$ cat config.mk
export PLATFORM = sky130hd
export DESIGN_NAME = nrt_module_end_flat
export DESIGN_NICKNAME = d
export VERILOG_FILES = /design/src/nrt_pkg.sv /design/src/nrt_link_if.sv /design/src/nrt_module_end.sv /design/src/flat_wrapper.sv
export SDC_FILE = /design/constraint.sdc
export NUM_CORES = 1
export LEC_CHECK = 0
export BUFFER_PORTS_ARGS = -buffer_cell sky130_fd_sc_hd__buf_2
export CAP_MARGIN = 10
export CORE_UTILIZATION = 54
export DETAILED_ROUTE_END_ITERATION = 8
export PLACE_DENSITY_LB_ADDON = 0.05
export SLEW_MARGIN = 0
export SYNTH_ARGS = -nofsm -noshare
export SYNTH_HDL_FRONTEND = slang
export SYNTH_SLANG_ARGS = --single-unit
$ cat constraint.sdc
create_clock -name clk -period 6.72 [get_ports clk]
set_input_delay 0.672 -clock clk [delete_from_list [all_inputs] [get_ports clk]]
set_output_delay 0.672 -clock clk [all_outputs]
set_load 0.05 [all_outputs]
$ cat src/nrt_pkg.sv
/*
 * Shared constants and types for the framing timing select block.
 * Assumes a 20 MHz system clock on both ends.
 */
package nrt_pkg;
    // ************************************************************
    // Timing
    // ************************************************************
    localparam int CLK_PERIOD_NS = 50;
    localparam int NUM_IFACE = 8;
    localparam int LINK_DIV = 4;
    localparam int MODE_W = 2;
    localparam int LOCK_TIME_NS = 2000;
    localparam int LOCK_CYCLES = (LOCK_TIME_NS + CLK_PERIOD_NS - 1) / CLK_PERIOD_NS;
    localparam int GAP_CYCLES = 2;
    localparam int IOPAIR_GROUPS = 16;
    localparam int PROT_MAX_WORKING = 31;
    localparam int PROT_OWN_GROUPS = 7;
    localparam logic [MODE_W-1:0] MODE_NORMAL = 2'h0;
    localparam logic [MODE_W-1:0] MODE_FAST = 2'h1;
    localparam logic [MODE_W-1:0] MODE_HOLDOVER = 2'h2;
    localparam logic [MODE_W-1:0] MODE_FREE_RUN = 2'h3;
    typedef enum logic [1:0] {
        NRT_NORMAL = 2'b00,
        NRT_FAST = 2'b01,
        NRT_HOLDOVER = 2'b10,
        NRT_FREE_RUN = 2'b11
    } nrt_mode_t;
endpackage : nrt_pkg

$ cat src/nrt_link_if.sv
/*
 * Link between the switch-side end and the interface-module end.
 * Assumes the bench joins the two modports; no two-way pins.
 */
`timescale 1ns/100ps
interface nrt_link_if;
    logic odd_fclk_to_svc;
    logic odd_fsync_to_svc;
    logic even_fclk_to_svc;
    logic even_fsync_to_svc;
    logic odd_fclk_to_prot;
    logic odd_fsync_to_prot;
    logic even_fclk_to_prot;
    logic even_fsync_to_prot;
    logic odd_io_protected;
    logic even_io_protected;
    logic [1:0] fclk_return;
    logic [1:0] fsync_return;
    logic [1:0] active_distributor;
    modport switch_end (
        output odd_fclk_to_svc, odd_fsync_to_svc, even_fclk_to_svc, even_fsync_to_svc,
        output odd_fclk_to_prot, odd_fsync_to_prot, even_fclk_to_prot, even_fsync_to_prot,
        output odd_io_protected, even_io_protected,
        input fclk_return, fsync_return, active_distributor
    );
    modport module_end (
        input odd_fclk_to_svc, odd_fsync_to_svc, even_fclk_to_svc, even_fsync_to_svc,
        input odd_fclk_to_prot, odd_fsync_to_prot, even_fclk_to_prot, even_fsync_to_prot,
        input odd_io_protected, even_io_protected,
        output fclk_return, fsync_return, active_distributor
    );
endinterface : nrt_link_if

$ cat src/nrt_module_end.sv
/*
 * Interface-module end: phase-lock synchronizer mode control, stratum
 * oscillator service coupling, and the two framing clock distributors of the
 * odd and even modules feeding the switch interface units.
 * Assumes framing clock and sync arrive asynchronously from the switch end.
 */
`timescale 1ns/100ps
// What this block does
// - Synchronizer holds exactly one of four modes
// - Normal mode tracks reference with full filtering
// - Fast mode acquires lock quickly
// - Reference failure enters holdover, keeps last normal-mode frequency
// - Free-run fixes frequency from local oscillator
// - Synchronizer out of service faults oscillator; restore together
// - Same hardware version on one side
// - Distributors accept framing clock and sync, fan out
// - One distributor service, other protection, eight units
// - Distributors return re-timed clock and sync
// - Normally timing from service distributor, own unit
// - Odd unit protects even module, even protects odd
// - A lone failed unit moves module timing to protection; with both failed neither moves
// - Traffic distributor chosen from unit active states
// - Operator moves traffic before distributor removal
// - Unit pair serves sixteen groups
// - Protection group covers up to 31 working
// - Controller drives serial links and LAN
// - Synchronizer makes master clock toward clock generators
module nrt_module_end #(
    parameter int NUM_IFACE = nrt_pkg::NUM_IFACE,
    parameter int FREQ_W = 16
) (
    input wire logic clk,
    input wire logic rst_b,
    nrt_link_if.module_end link,
    input wire logic ref_ok,
    input wire logic fast_request,
    input wire logic free_run_request,
    input wire logic [FREQ_W-1:0] phase_error,
    input wire logic [FREQ_W-1:0] local_osc_word,
    input wire logic synchronizer_fault,
    input wire logic repair_done,
    input wire logic [1:0] force_protection,
    output logic [FREQ_W-1:0] master_freq_word,
    output logic master_clk,
    output logic [1:0] sync_mode,
    output logic holdover_entered,
    output logic synchronizer_in_service,
    output logic oscillator_far_end_fail,
    output logic [NUM_IFACE-1:0] odd_iface_fclk,
    output logic [NUM_IFACE-1:0] odd_iface_fsync,
    output logic [NUM_IFACE-1:0] even_iface_fclk,
    output logic [NUM_IFACE-1:0] even_iface_fsync,
    output logic [1:0] using_protection
);
    nrt_pkg::nrt_mode_t mode_r;
    logic [7:0] lock_cnt_r;
    logic [FREQ_W-1:0] good_freq_r;
    logic out_of_service_r;
    logic mclk_r;
    // Inputs in order: odd svc, odd prot, even svc, even prot, odd-prot flag, even-prot flag
    logic [9:0] in_s1_r, in_s2_r, in_s3_r;
    logic [1:0] want_prot;
    logic [1:0] sel_r;
    logic [1:0] gap_r;
    logic [1:0] gap_cnt_r [0:1];

    // ************************************************************
    // Synchronizer mode control
    // ************************************************************
    always_ff @(posedge clk or negedge rst_b) begin
        if (!rst_b) begin
            mode_r <= nrt_pkg::NRT_FAST;
            lock_cnt_r <= 8'h00;
            holdover_entered <= 1'b0;
        end else begin
            holdover_entered <= 1'b0;
            case (mode_r)
                nrt_pkg::NRT_NORMAL: begin
                    if (free_run_request) begin
                        mode_r <= nrt_pkg::NRT_FREE_RUN;
                    end else if (!ref_ok) begin
                        mode_r <= nrt_pkg::NRT_HOLDOVER;
                        holdover_entered <= 1'b1;
                    end else if (fast_request) begin
                        mode_r <= nrt_pkg::NRT_FAST;
                        lock_cnt_r <= 8'h00;
                    end
                end
                nrt_pkg::NRT_FAST: begin
                    if (free_run_request) begin
                        mode_r <= nrt_pkg::NRT_FREE_RUN;
                    end else if (!ref_ok) begin
                        mode_r <= nrt_pkg::NRT_HOLDOVER;
                        holdover_entered <= 1'b1;
                    end else if (lock_cnt_r == 8'(nrt_pkg::LOCK_CYCLES - 1)) begin
                        mode_r <= nrt_pkg::NRT_NORMAL;
                    end else begin
                        lock_cnt_r <= lock_cnt_r + 8'h01;
                    end
                end
                nrt_pkg::NRT_HOLDOVER: begin
                    if (free_run_request) begin
                        mode_r <= nrt_pkg::NRT_FREE_RUN;
                    end else if (ref_ok) begin
                        mode_r <= nrt_pkg::NRT_FAST;
                        lock_cnt_r <= 8'h00;
                    end
                end
                nrt_pkg::NRT_FREE_RUN: begin
                    if (!free_run_request && ref_ok) begin
                        mode_r <= nrt_pkg::NRT_FAST;
                        lock_cnt_r <= 8'h00;
                    end
                end
                default: mode_r <= nrt_pkg::NRT_FREE_RUN;
            endcase
        end
    end
    assign sync_mode = mode_r;

    // ************************************************************
    // Frequency word: full filter, fast gain, hold, free-run
    // ************************************************************
    always_ff @(posedge clk or negedge rst_b) begin
        if (!rst_b) begin
            master_freq_word <= '0;
            good_freq_r <= '0;
        end else begin
            case (mode_r)
                nrt_pkg::NRT_NORMAL: begin
                    master_freq_word <= master_freq_word + FREQ_W'($signed(phase_error) >>> 4);
                    good_freq_r <= master_freq_word;
                end
                nrt_pkg::NRT_FAST: begin
                    master_freq_word <= master_freq_word + FREQ_W'($signed(phase_error) >>> 1);
                end
                nrt_pkg::NRT_HOLDOVER: master_freq_word <= good_freq_r;
                nrt_pkg::NRT_FREE_RUN: master_freq_word <= local_osc_word;
                default: master_freq_word <= local_osc_word;
            endcase
        end
    end

    // Master clock toward the clock generators
    always_ff @(posedge clk or negedge rst_b) begin
        if (!rst_b) begin
            mclk_r <= 1'b0;
        end else begin
            mclk_r <= ~mclk_r;
        end
    end
    assign master_clk = mclk_r;

    // ************************************************************
    // Service state coupling with stratum oscillator
    // ************************************************************
    always_ff @(posedge clk or negedge rst_b) begin
        if (!rst_b) begin
            out_of_service_r <= 1'b0;
        end else if (synchronizer_fault) begin
            out_of_service_r <= 1'b1;
        end else if (repair_done) begin
            out_of_service_r <= 1'b0;
        end
    end
    assign synchronizer_in_service = ~out_of_service_r;
    assign oscillator_far_end_fail = out_of_service_r;

    // ************************************************************
    // Link input synchronisers
    // ************************************************************
    always_ff @(posedge clk or negedge rst_b) begin
        if (!rst_b) begin
            in_s1_r <= 10'h000;
            in_s2_r <= 10'h000;
            in_s3_r <= 10'h000;
        end else begin
            in_s1_r <= {link.even_io_protected, link.odd_io_protected,
                        link.even_fsync_to_prot, link.even_fclk_to_prot,
                        link.even_fsync_to_svc, link.even_fclk_to_svc,
                        link.odd_fsync_to_prot, link.odd_fclk_to_prot,
                        link.odd_fsync_to_svc, link.odd_fclk_to_svc};
            in_s2_r <= in_s1_r;
            in_s3_r <= in_s2_r;
        end
    end

    // ************************************************************
    // Distributor selection with dead gap between sources
    // ************************************************************
    assign want_prot[0] = in_s2_r[8] | force_protection[0];
    assign want_prot[1] = in_s2_r[9] | force_protection[1];

    genvar m;
    generate
        for (m = 0; m < 2; m++) begin : g_mod
            always_ff @(posedge clk or negedge rst_b) begin
                if (!rst_b) begin
                    sel_r[m] <= 1'b0;
                    gap_r[m] <= 1'b0;
                    gap_cnt_r[m] <= 2'h0;
                end else if (gap_r[m]) begin
                    // Hold clock output low until the gap count ends and both clock copies are low, then swap
                    if (gap_cnt_r[m] == 2'(nrt_pkg::GAP_CYCLES - 1) && !in_s2_r[4*m] && !in_s2_r[4*m+2]) begin
                        sel_r[m] <= want_prot[m];
                        gap_r[m] <= 1'b0;
                    end else if (gap_cnt_r[m] != 2'(nrt_pkg::GAP_CYCLES - 1)) begin
                        gap_cnt_r[m] <= gap_cnt_r[m] + 2'h1;
                    end
                end else if (want_prot[m] != sel_r[m] && !(sel_r[m] ? in_s2_r[4*m+2] : in_s2_r[4*m])) begin
                    gap_r[m] <= 1'b1;
                    gap_cnt_r[m] <= 2'h0;
                end
            end
        end
    endgenerate

    // ************************************************************
    // Fan-out to the switch interface units
    // ************************************************************
    logic odd_clk_sel, odd_sync_sel, even_clk_sel, even_sync_sel;
    assign odd_clk_sel = ~gap_r[0] & (sel_r[0] ? in_s2_r[2] : in_s2_r[0]);
    assign odd_sync_sel = sel_r[0] ? in_s2_r[3] : in_s2_r[1];
    assign even_clk_sel = ~gap_r[1] & (sel_r[1] ? in_s2_r[6] : in_s2_r[4]);
    assign even_sync_sel = sel_r[1] ? in_s2_r[7] : in_s2_r[5];

    always_ff @(posedge clk or negedge rst_b) begin
        if (!rst_b) begin
            odd_iface_fclk <= '0;
            odd_iface_fsync <= '0;
            even_iface_fclk <= '0;
            even_iface_fsync <= '0;
        end else begin
            odd_iface_fclk <= {NUM_IFACE{odd_clk_sel}};
            odd_iface_fsync <= {NUM_IFACE{odd_sync_sel}};
            even_iface_fclk <= {NUM_IFACE{even_clk_sel}};
            even_iface_fsync <= {NUM_IFACE{even_sync_sel}};
        end
    end
    assign using_protection = sel_r;

    // Re-timed copies back to the switch side
    always_ff @(posedge clk or negedge rst_b) begin
        if (!rst_b) begin
            link.fclk_return <= 2'h0;
            link.fsync_return <= 2'h0;
            link.active_distributor <= 2'h0;
        end else begin
            link.fclk_return <= {in_s3_r[4], in_s3_r[0]};
            link.fsync_return <= {in_s3_r[5], in_s3_r[1]};
            link.active_distributor <= sel_r;
        end
    end
endmodule : nrt_module_end

$ cat src/flat_wrapper.sv
// flat-port wrapper written by rule: the top's interface ports become plain ports
module nrt_module_end_flat 
#(
    parameter int NUM_IFACE = nrt_pkg::NUM_IFACE,
    parameter int FREQ_W = 16
)
  (clk, rst_b, ref_ok, fast_request, free_run_request, phase_error, local_osc_word, synchronizer_fault, repair_done, force_protection, master_freq_word, master_clk, sync_mode, holdover_entered, synchronizer_in_service, oscillator_far_end_fail, odd_iface_fclk, odd_iface_fsync, even_iface_fclk, even_iface_fsync, using_protection, link_odd_fclk_to_svc, link_odd_fsync_to_svc, link_even_fclk_to_svc, link_even_fsync_to_svc, link_odd_fclk_to_prot, link_odd_fsync_to_prot, link_even_fclk_to_prot, link_even_fsync_to_prot, link_odd_io_protected, link_even_io_protected, link_fclk_return, link_fsync_return, link_active_distributor);
  nrt_link_if link_i ();
  input wire logic clk;
  input wire logic rst_b;
  input wire logic ref_ok;
  input wire logic fast_request;
  input wire logic free_run_request;
  input wire logic [FREQ_W-1:0] phase_error;
  input wire logic [FREQ_W-1:0] local_osc_word;
  input wire logic synchronizer_fault;
  input wire logic repair_done;
  input wire logic [1:0] force_protection;
  output logic [FREQ_W-1:0] master_freq_word;
  output logic master_clk;
  output logic [1:0] sync_mode;
  output logic holdover_entered;
  output logic synchronizer_in_service;
  output logic oscillator_far_end_fail;
  output logic [NUM_IFACE-1:0] odd_iface_fclk;
  output logic [NUM_IFACE-1:0] odd_iface_fsync;
  output logic [NUM_IFACE-1:0] even_iface_fclk;
  output logic [NUM_IFACE-1:0] even_iface_fsync;
  output logic [1:0] using_protection;
  input wire logic [$bits(link_i.odd_fclk_to_svc)-1:0] link_odd_fclk_to_svc;
  input wire logic [$bits(link_i.odd_fsync_to_svc)-1:0] link_odd_fsync_to_svc;
  input wire logic [$bits(link_i.even_fclk_to_svc)-1:0] link_even_fclk_to_svc;
  input wire logic [$bits(link_i.even_fsync_to_svc)-1:0] link_even_fsync_to_svc;
  input wire logic [$bits(link_i.odd_fclk_to_prot)-1:0] link_odd_fclk_to_prot;
  input wire logic [$bits(link_i.odd_fsync_to_prot)-1:0] link_odd_fsync_to_prot;
  input wire logic [$bits(link_i.even_fclk_to_prot)-1:0] link_even_fclk_to_prot;
  input wire logic [$bits(link_i.even_fsync_to_prot)-1:0] link_even_fsync_to_prot;
  input wire logic [$bits(link_i.odd_io_protected)-1:0] link_odd_io_protected;
  input wire logic [$bits(link_i.even_io_protected)-1:0] link_even_io_protected;
  output wire logic [$bits(link_i.fclk_return)-1:0] link_fclk_return;
  output wire logic [$bits(link_i.fsync_return)-1:0] link_fsync_return;
  output wire logic [$bits(link_i.active_distributor)-1:0] link_active_distributor;
  assign link_i.odd_fclk_to_svc = link_odd_fclk_to_svc;
  assign link_i.odd_fsync_to_svc = link_odd_fsync_to_svc;
  assign link_i.even_fclk_to_svc = link_even_fclk_to_svc;
  assign link_i.even_fsync_to_svc = link_even_fsync_to_svc;
  assign link_i.odd_fclk_to_prot = link_odd_fclk_to_prot;
  assign link_i.odd_fsync_to_prot = link_odd_fsync_to_prot;
  assign link_i.even_fclk_to_prot = link_even_fclk_to_prot;
  assign link_i.even_fsync_to_prot = link_even_fsync_to_prot;
  assign link_i.odd_io_protected = link_odd_io_protected;
  assign link_i.even_io_protected = link_even_io_protected;
  assign link_fclk_return = link_i.fclk_return;
  assign link_fsync_return = link_i.fsync_return;
  assign link_active_distributor = link_i.active_distributor;
  nrt_module_end #(.NUM_IFACE(NUM_IFACE), .FREQ_W(FREQ_W)) u_core (.clk(clk), .rst_b(rst_b), .link(link_i), .ref_ok(ref_ok), .fast_request(fast_request), .free_run_request(free_run_request), .phase_error(phase_error), .local_osc_word(local_osc_word), .synchronizer_fault(synchronizer_fault), .repair_done(repair_done), .force_protection(force_protection), .master_freq_word(master_freq_word), .master_clk(master_clk), .sync_mode(sync_mode), .holdover_entered(holdover_entered), .synchronizer_in_service(synchronizer_in_service), .oscillator_far_end_fail(oscillator_far_end_fail), .odd_iface_fclk(odd_iface_fclk), .odd_iface_fsync(odd_iface_fsync), .even_iface_fclk(even_iface_fclk), .even_iface_fsync(even_iface_fsync), .using_protection(using_protection));
endmodule
==> flow_summary.toml <==
[yosys]
synthesis.instances = 434
synth-edff-count = 0
synthesis.nets = 506
synth_async_sr_flop_share = 1.00
synthesis.area_per_instance_sq_um = 10.2
ys_seq_area_frac = 0.493
dominantRegCellSynth = "dfrtp_1"
yosys.cell_types.count = 53
synth_largest_area_cell = "dfrtp_1"
leading_post_synthesis_cells_by_cell_area = "dfrtp_1, ha_1, nand2_1"
syn-cell-area_sq_um = 4420
synth-warning-count = 0
synth-seq-cells = 87
post-synth-top-area-fraction = 0.487

[cts]
cts_tree = "done"
max-clock-path-buffers = 2
clock-sinks = 87
post_cts_buffers = 0
clk_transition_reported_paths_ps = 100
cts_resized = 0
quantity_of_hold_fixing_buffers_added_after_cts = 0
clk-insertion-delay-late_ps = 370
htreeDepth = 3
cts_root_buffer_type = "clkbuf_8"
cts_made_buffers = 9

[sta]
setup_total_negative_slack_ps = 0
worst_slew_pin_tran_ps = 1080
rsz_0062_raised_after_global_routing = "false"
layout_min_cycle_time_ps = 3660
max_freq_ghz = 0.273
final_max_slew_viol_count = 0
period_share = 0.544
final_hold_viol_count = 0
setup-violations-final = 0
fin_skew_ps = 15.2
slew_headroom = 0.280

[run_status]
status = "complete, no violations"

[global_routing]
via_count_of_the_first_global_routing_pass = 3253
antenna_violations_before_repair = 0
wire_length_of_the_first_global_routing_pass_mm = 15.2
maximum_number_of_pins_on_one_net_before_global_route_repair = 88
groute.usage.overall = 0.228
grt.overflow.total = 0

[floorplanning]
starting_density = 0.566
core_region_area_sq_um = 7810
chipWidth_um = 92.4
dieHeight_um = 92.4
num_io_pins = 113
core.rowCount = 32
design.die.area_sq_um = 8550

[power_and_ir_drop]
irDropWorstVdd_uv = 186
switching_part_of_the_total = 0.434
static-leakage-power_uw = 0.00255
power_density_nw_per_um2 = 354
seqPwrFrac = 0.384
cellInternalPower_uw = 1020
total_switching_power_uw = 779
power.share.combinational = 0.396
power_frac_clock = 0.220

[critical_path]
timing.critical_path.from_type = "flop"
cp.required_ps = 6950
critPathMaxFanout = 33
worst-endpoint-arrival_ps = 3890
worst_setup_path_type = "flop to flop"
cp-end-kind = "flop"

[drt]
wl_met3_um = 389
wl_met1_mm = 4.15
routed.top_layer = "met4"
viasPerCell = 5.43
postRouteWirelength_mm = 9.13
dr_wl_met2_mm = 4.44
antenna_left = 0
drt_pass1_iterations = 4
post_drt_wl_per_cell_um = 14.6
dr_total_vias = 3388
drt_first_iter_violations = 133
route.detailed.drc = 0

[min_path]
hold_path_class = "flop to flop"

[finish]
area_growth_syn_to_layout_pct = 14.7
layout.filler_cells = 674
fin_nets = 589
post-route-cell-area_sq_um = 5060
most_frequent_cells_in_the_layout = "buf_2, dfrtp_1, nand2_1"
num_antenna_cells = 0
commonest_non_fill_non_tap_cell_in_the_layout = "buf_2"
post_route_cells_drive_above_1_share = 0.301

[place]
placed_wire_length_estimate_after_detailed_placement_mm = 6.45
globalplace.congestion = 0.826
port_buffers = 111
placed_area_sq_um = 4850

[run]
number_of_maximum_capacitance_violations = 0
synth_stat cells (3+ instances only):
cell       n
ha_1      20
nor2_1    28
o21ai_0   24
nand3_1    7
nand2b_1   6
and3_1     5
inv_1     11
o21bai_1   3
nor3_1    11
clkbuf_1   5
o31ai_1    4
nor2b_1    5
a211oi_1   7
dfrtp_1   86
buf_4     28
a21o_1     5
xnor2_1    3
o211ai_1   6
buf_2      6
mux2i_1   10
xor2_1     7
a21oi_1   26
mux2_2    19
nand2_1   63
power by group through the flow:
| stage | clock network, uW | logic, uW | registers (uW) |
|---|---|---|---|
| finish | 395 | 711 | 690 |
| floorplan | 0 | 493 | 808 |
| global placement | 0 | 700 | 693 |
| CTS | 402 | 715 | 690 |
| global route | 422 | 771 | 705 |
| detailed placement | 0 | 711 | 700 |
worst max-delay path, cell delays in order (launching register included):
cell      delay [ps]
dfrtp_1          370
buf_4            240
inv_1            420
nand2_1          450
nand2_1          170
nand2_1           70
ha_1             220
fa_1             420
a21o_1           200
and4_4           210
o21ai_0          300
nor4b_1          340
a211oi_1         100
metal layers:
metal | up-vias | global-route usage
met1 | 1621 | 0.291
met4 | 0 | 0.100
met5 | - | 0
met3 | 18 | 0.0435
met2 | 83 | 0.377
li1 | 1666 | -
kinds of logic after synthesis:
group                    count (synthesis)  share of synthesized area
AND/OR/NAND/NOR                        141                      0.148
AO/OA/AOI/OAI                           94                      0.136
flip-flops                              87                      0.493
buffers and inverters                   52                     0.0700
multiplexers                            29                     0.0711
adder cells (fa/ha/maj)                 21                     0.0612
XOR/XNOR                                10                     0.0198
area by class of cell:
class,instances,area [sq um],area share
Tap cell,102,128,0.0252
Sequential cell,87,2180,0.430
Inverter,11,41.3,0.00815
Timing Repair Buffer,113,573,0.113
Multi-Input combinational cell,295,1930,0.381
Clock buffer,10,138,0.0272
Clock inverter,6,75.1,0.0148
worst paths after layout:
kind	slack (ps)	end	start	cells after the start
max	3060	u_core.master_freq_word[10]	u_core.sync_mode[1]	12
min	350	u_core.in_s2_r[0]	u_core.in_s1_r[0]	0
max reg2reg	3060	u_core.master_freq_word[10]	u_core.sync_mode[1]	12
min reg2reg	350	u_core.in_s2_r[0]	u_core.in_s1_r[0]	0
max in group asynchronous	5520	u_core.master_freq_word[8]	rst_b	1
min in group asynchronous	450	u_core.lock_cnt_r[5]	rst_b	1
metrics by stage:
stage	worst slack [ps]	power [uW]	util	std cells	hold slack, ps
5_1_grt	2610	1900	0.649	624	362
2_1_floorplan	3350	1300	-	434	331
6_report	3060	1790	0.649	624	354
3_5_place_dp	3100	1410	0.621	608	335
3_3_place_gp	3160	1390	0.621	608	332
4_1_cts	3040	1810	0.649	624	356
sequential cells by signal, indices dropped and copies added, names as in the netlist, 4 cells and up:
register and flops:
u_core.lock_cnt_r 8, u_core.good_freq_r 16, u_core.in_s2_r 10, u_core.master_freq_word 16, u_core.in_s1_r 10, u_core.gap_cnt_r 4, u_core.in_s3_r 4
No activity file was read; power rests on OpenSTA's default activity.
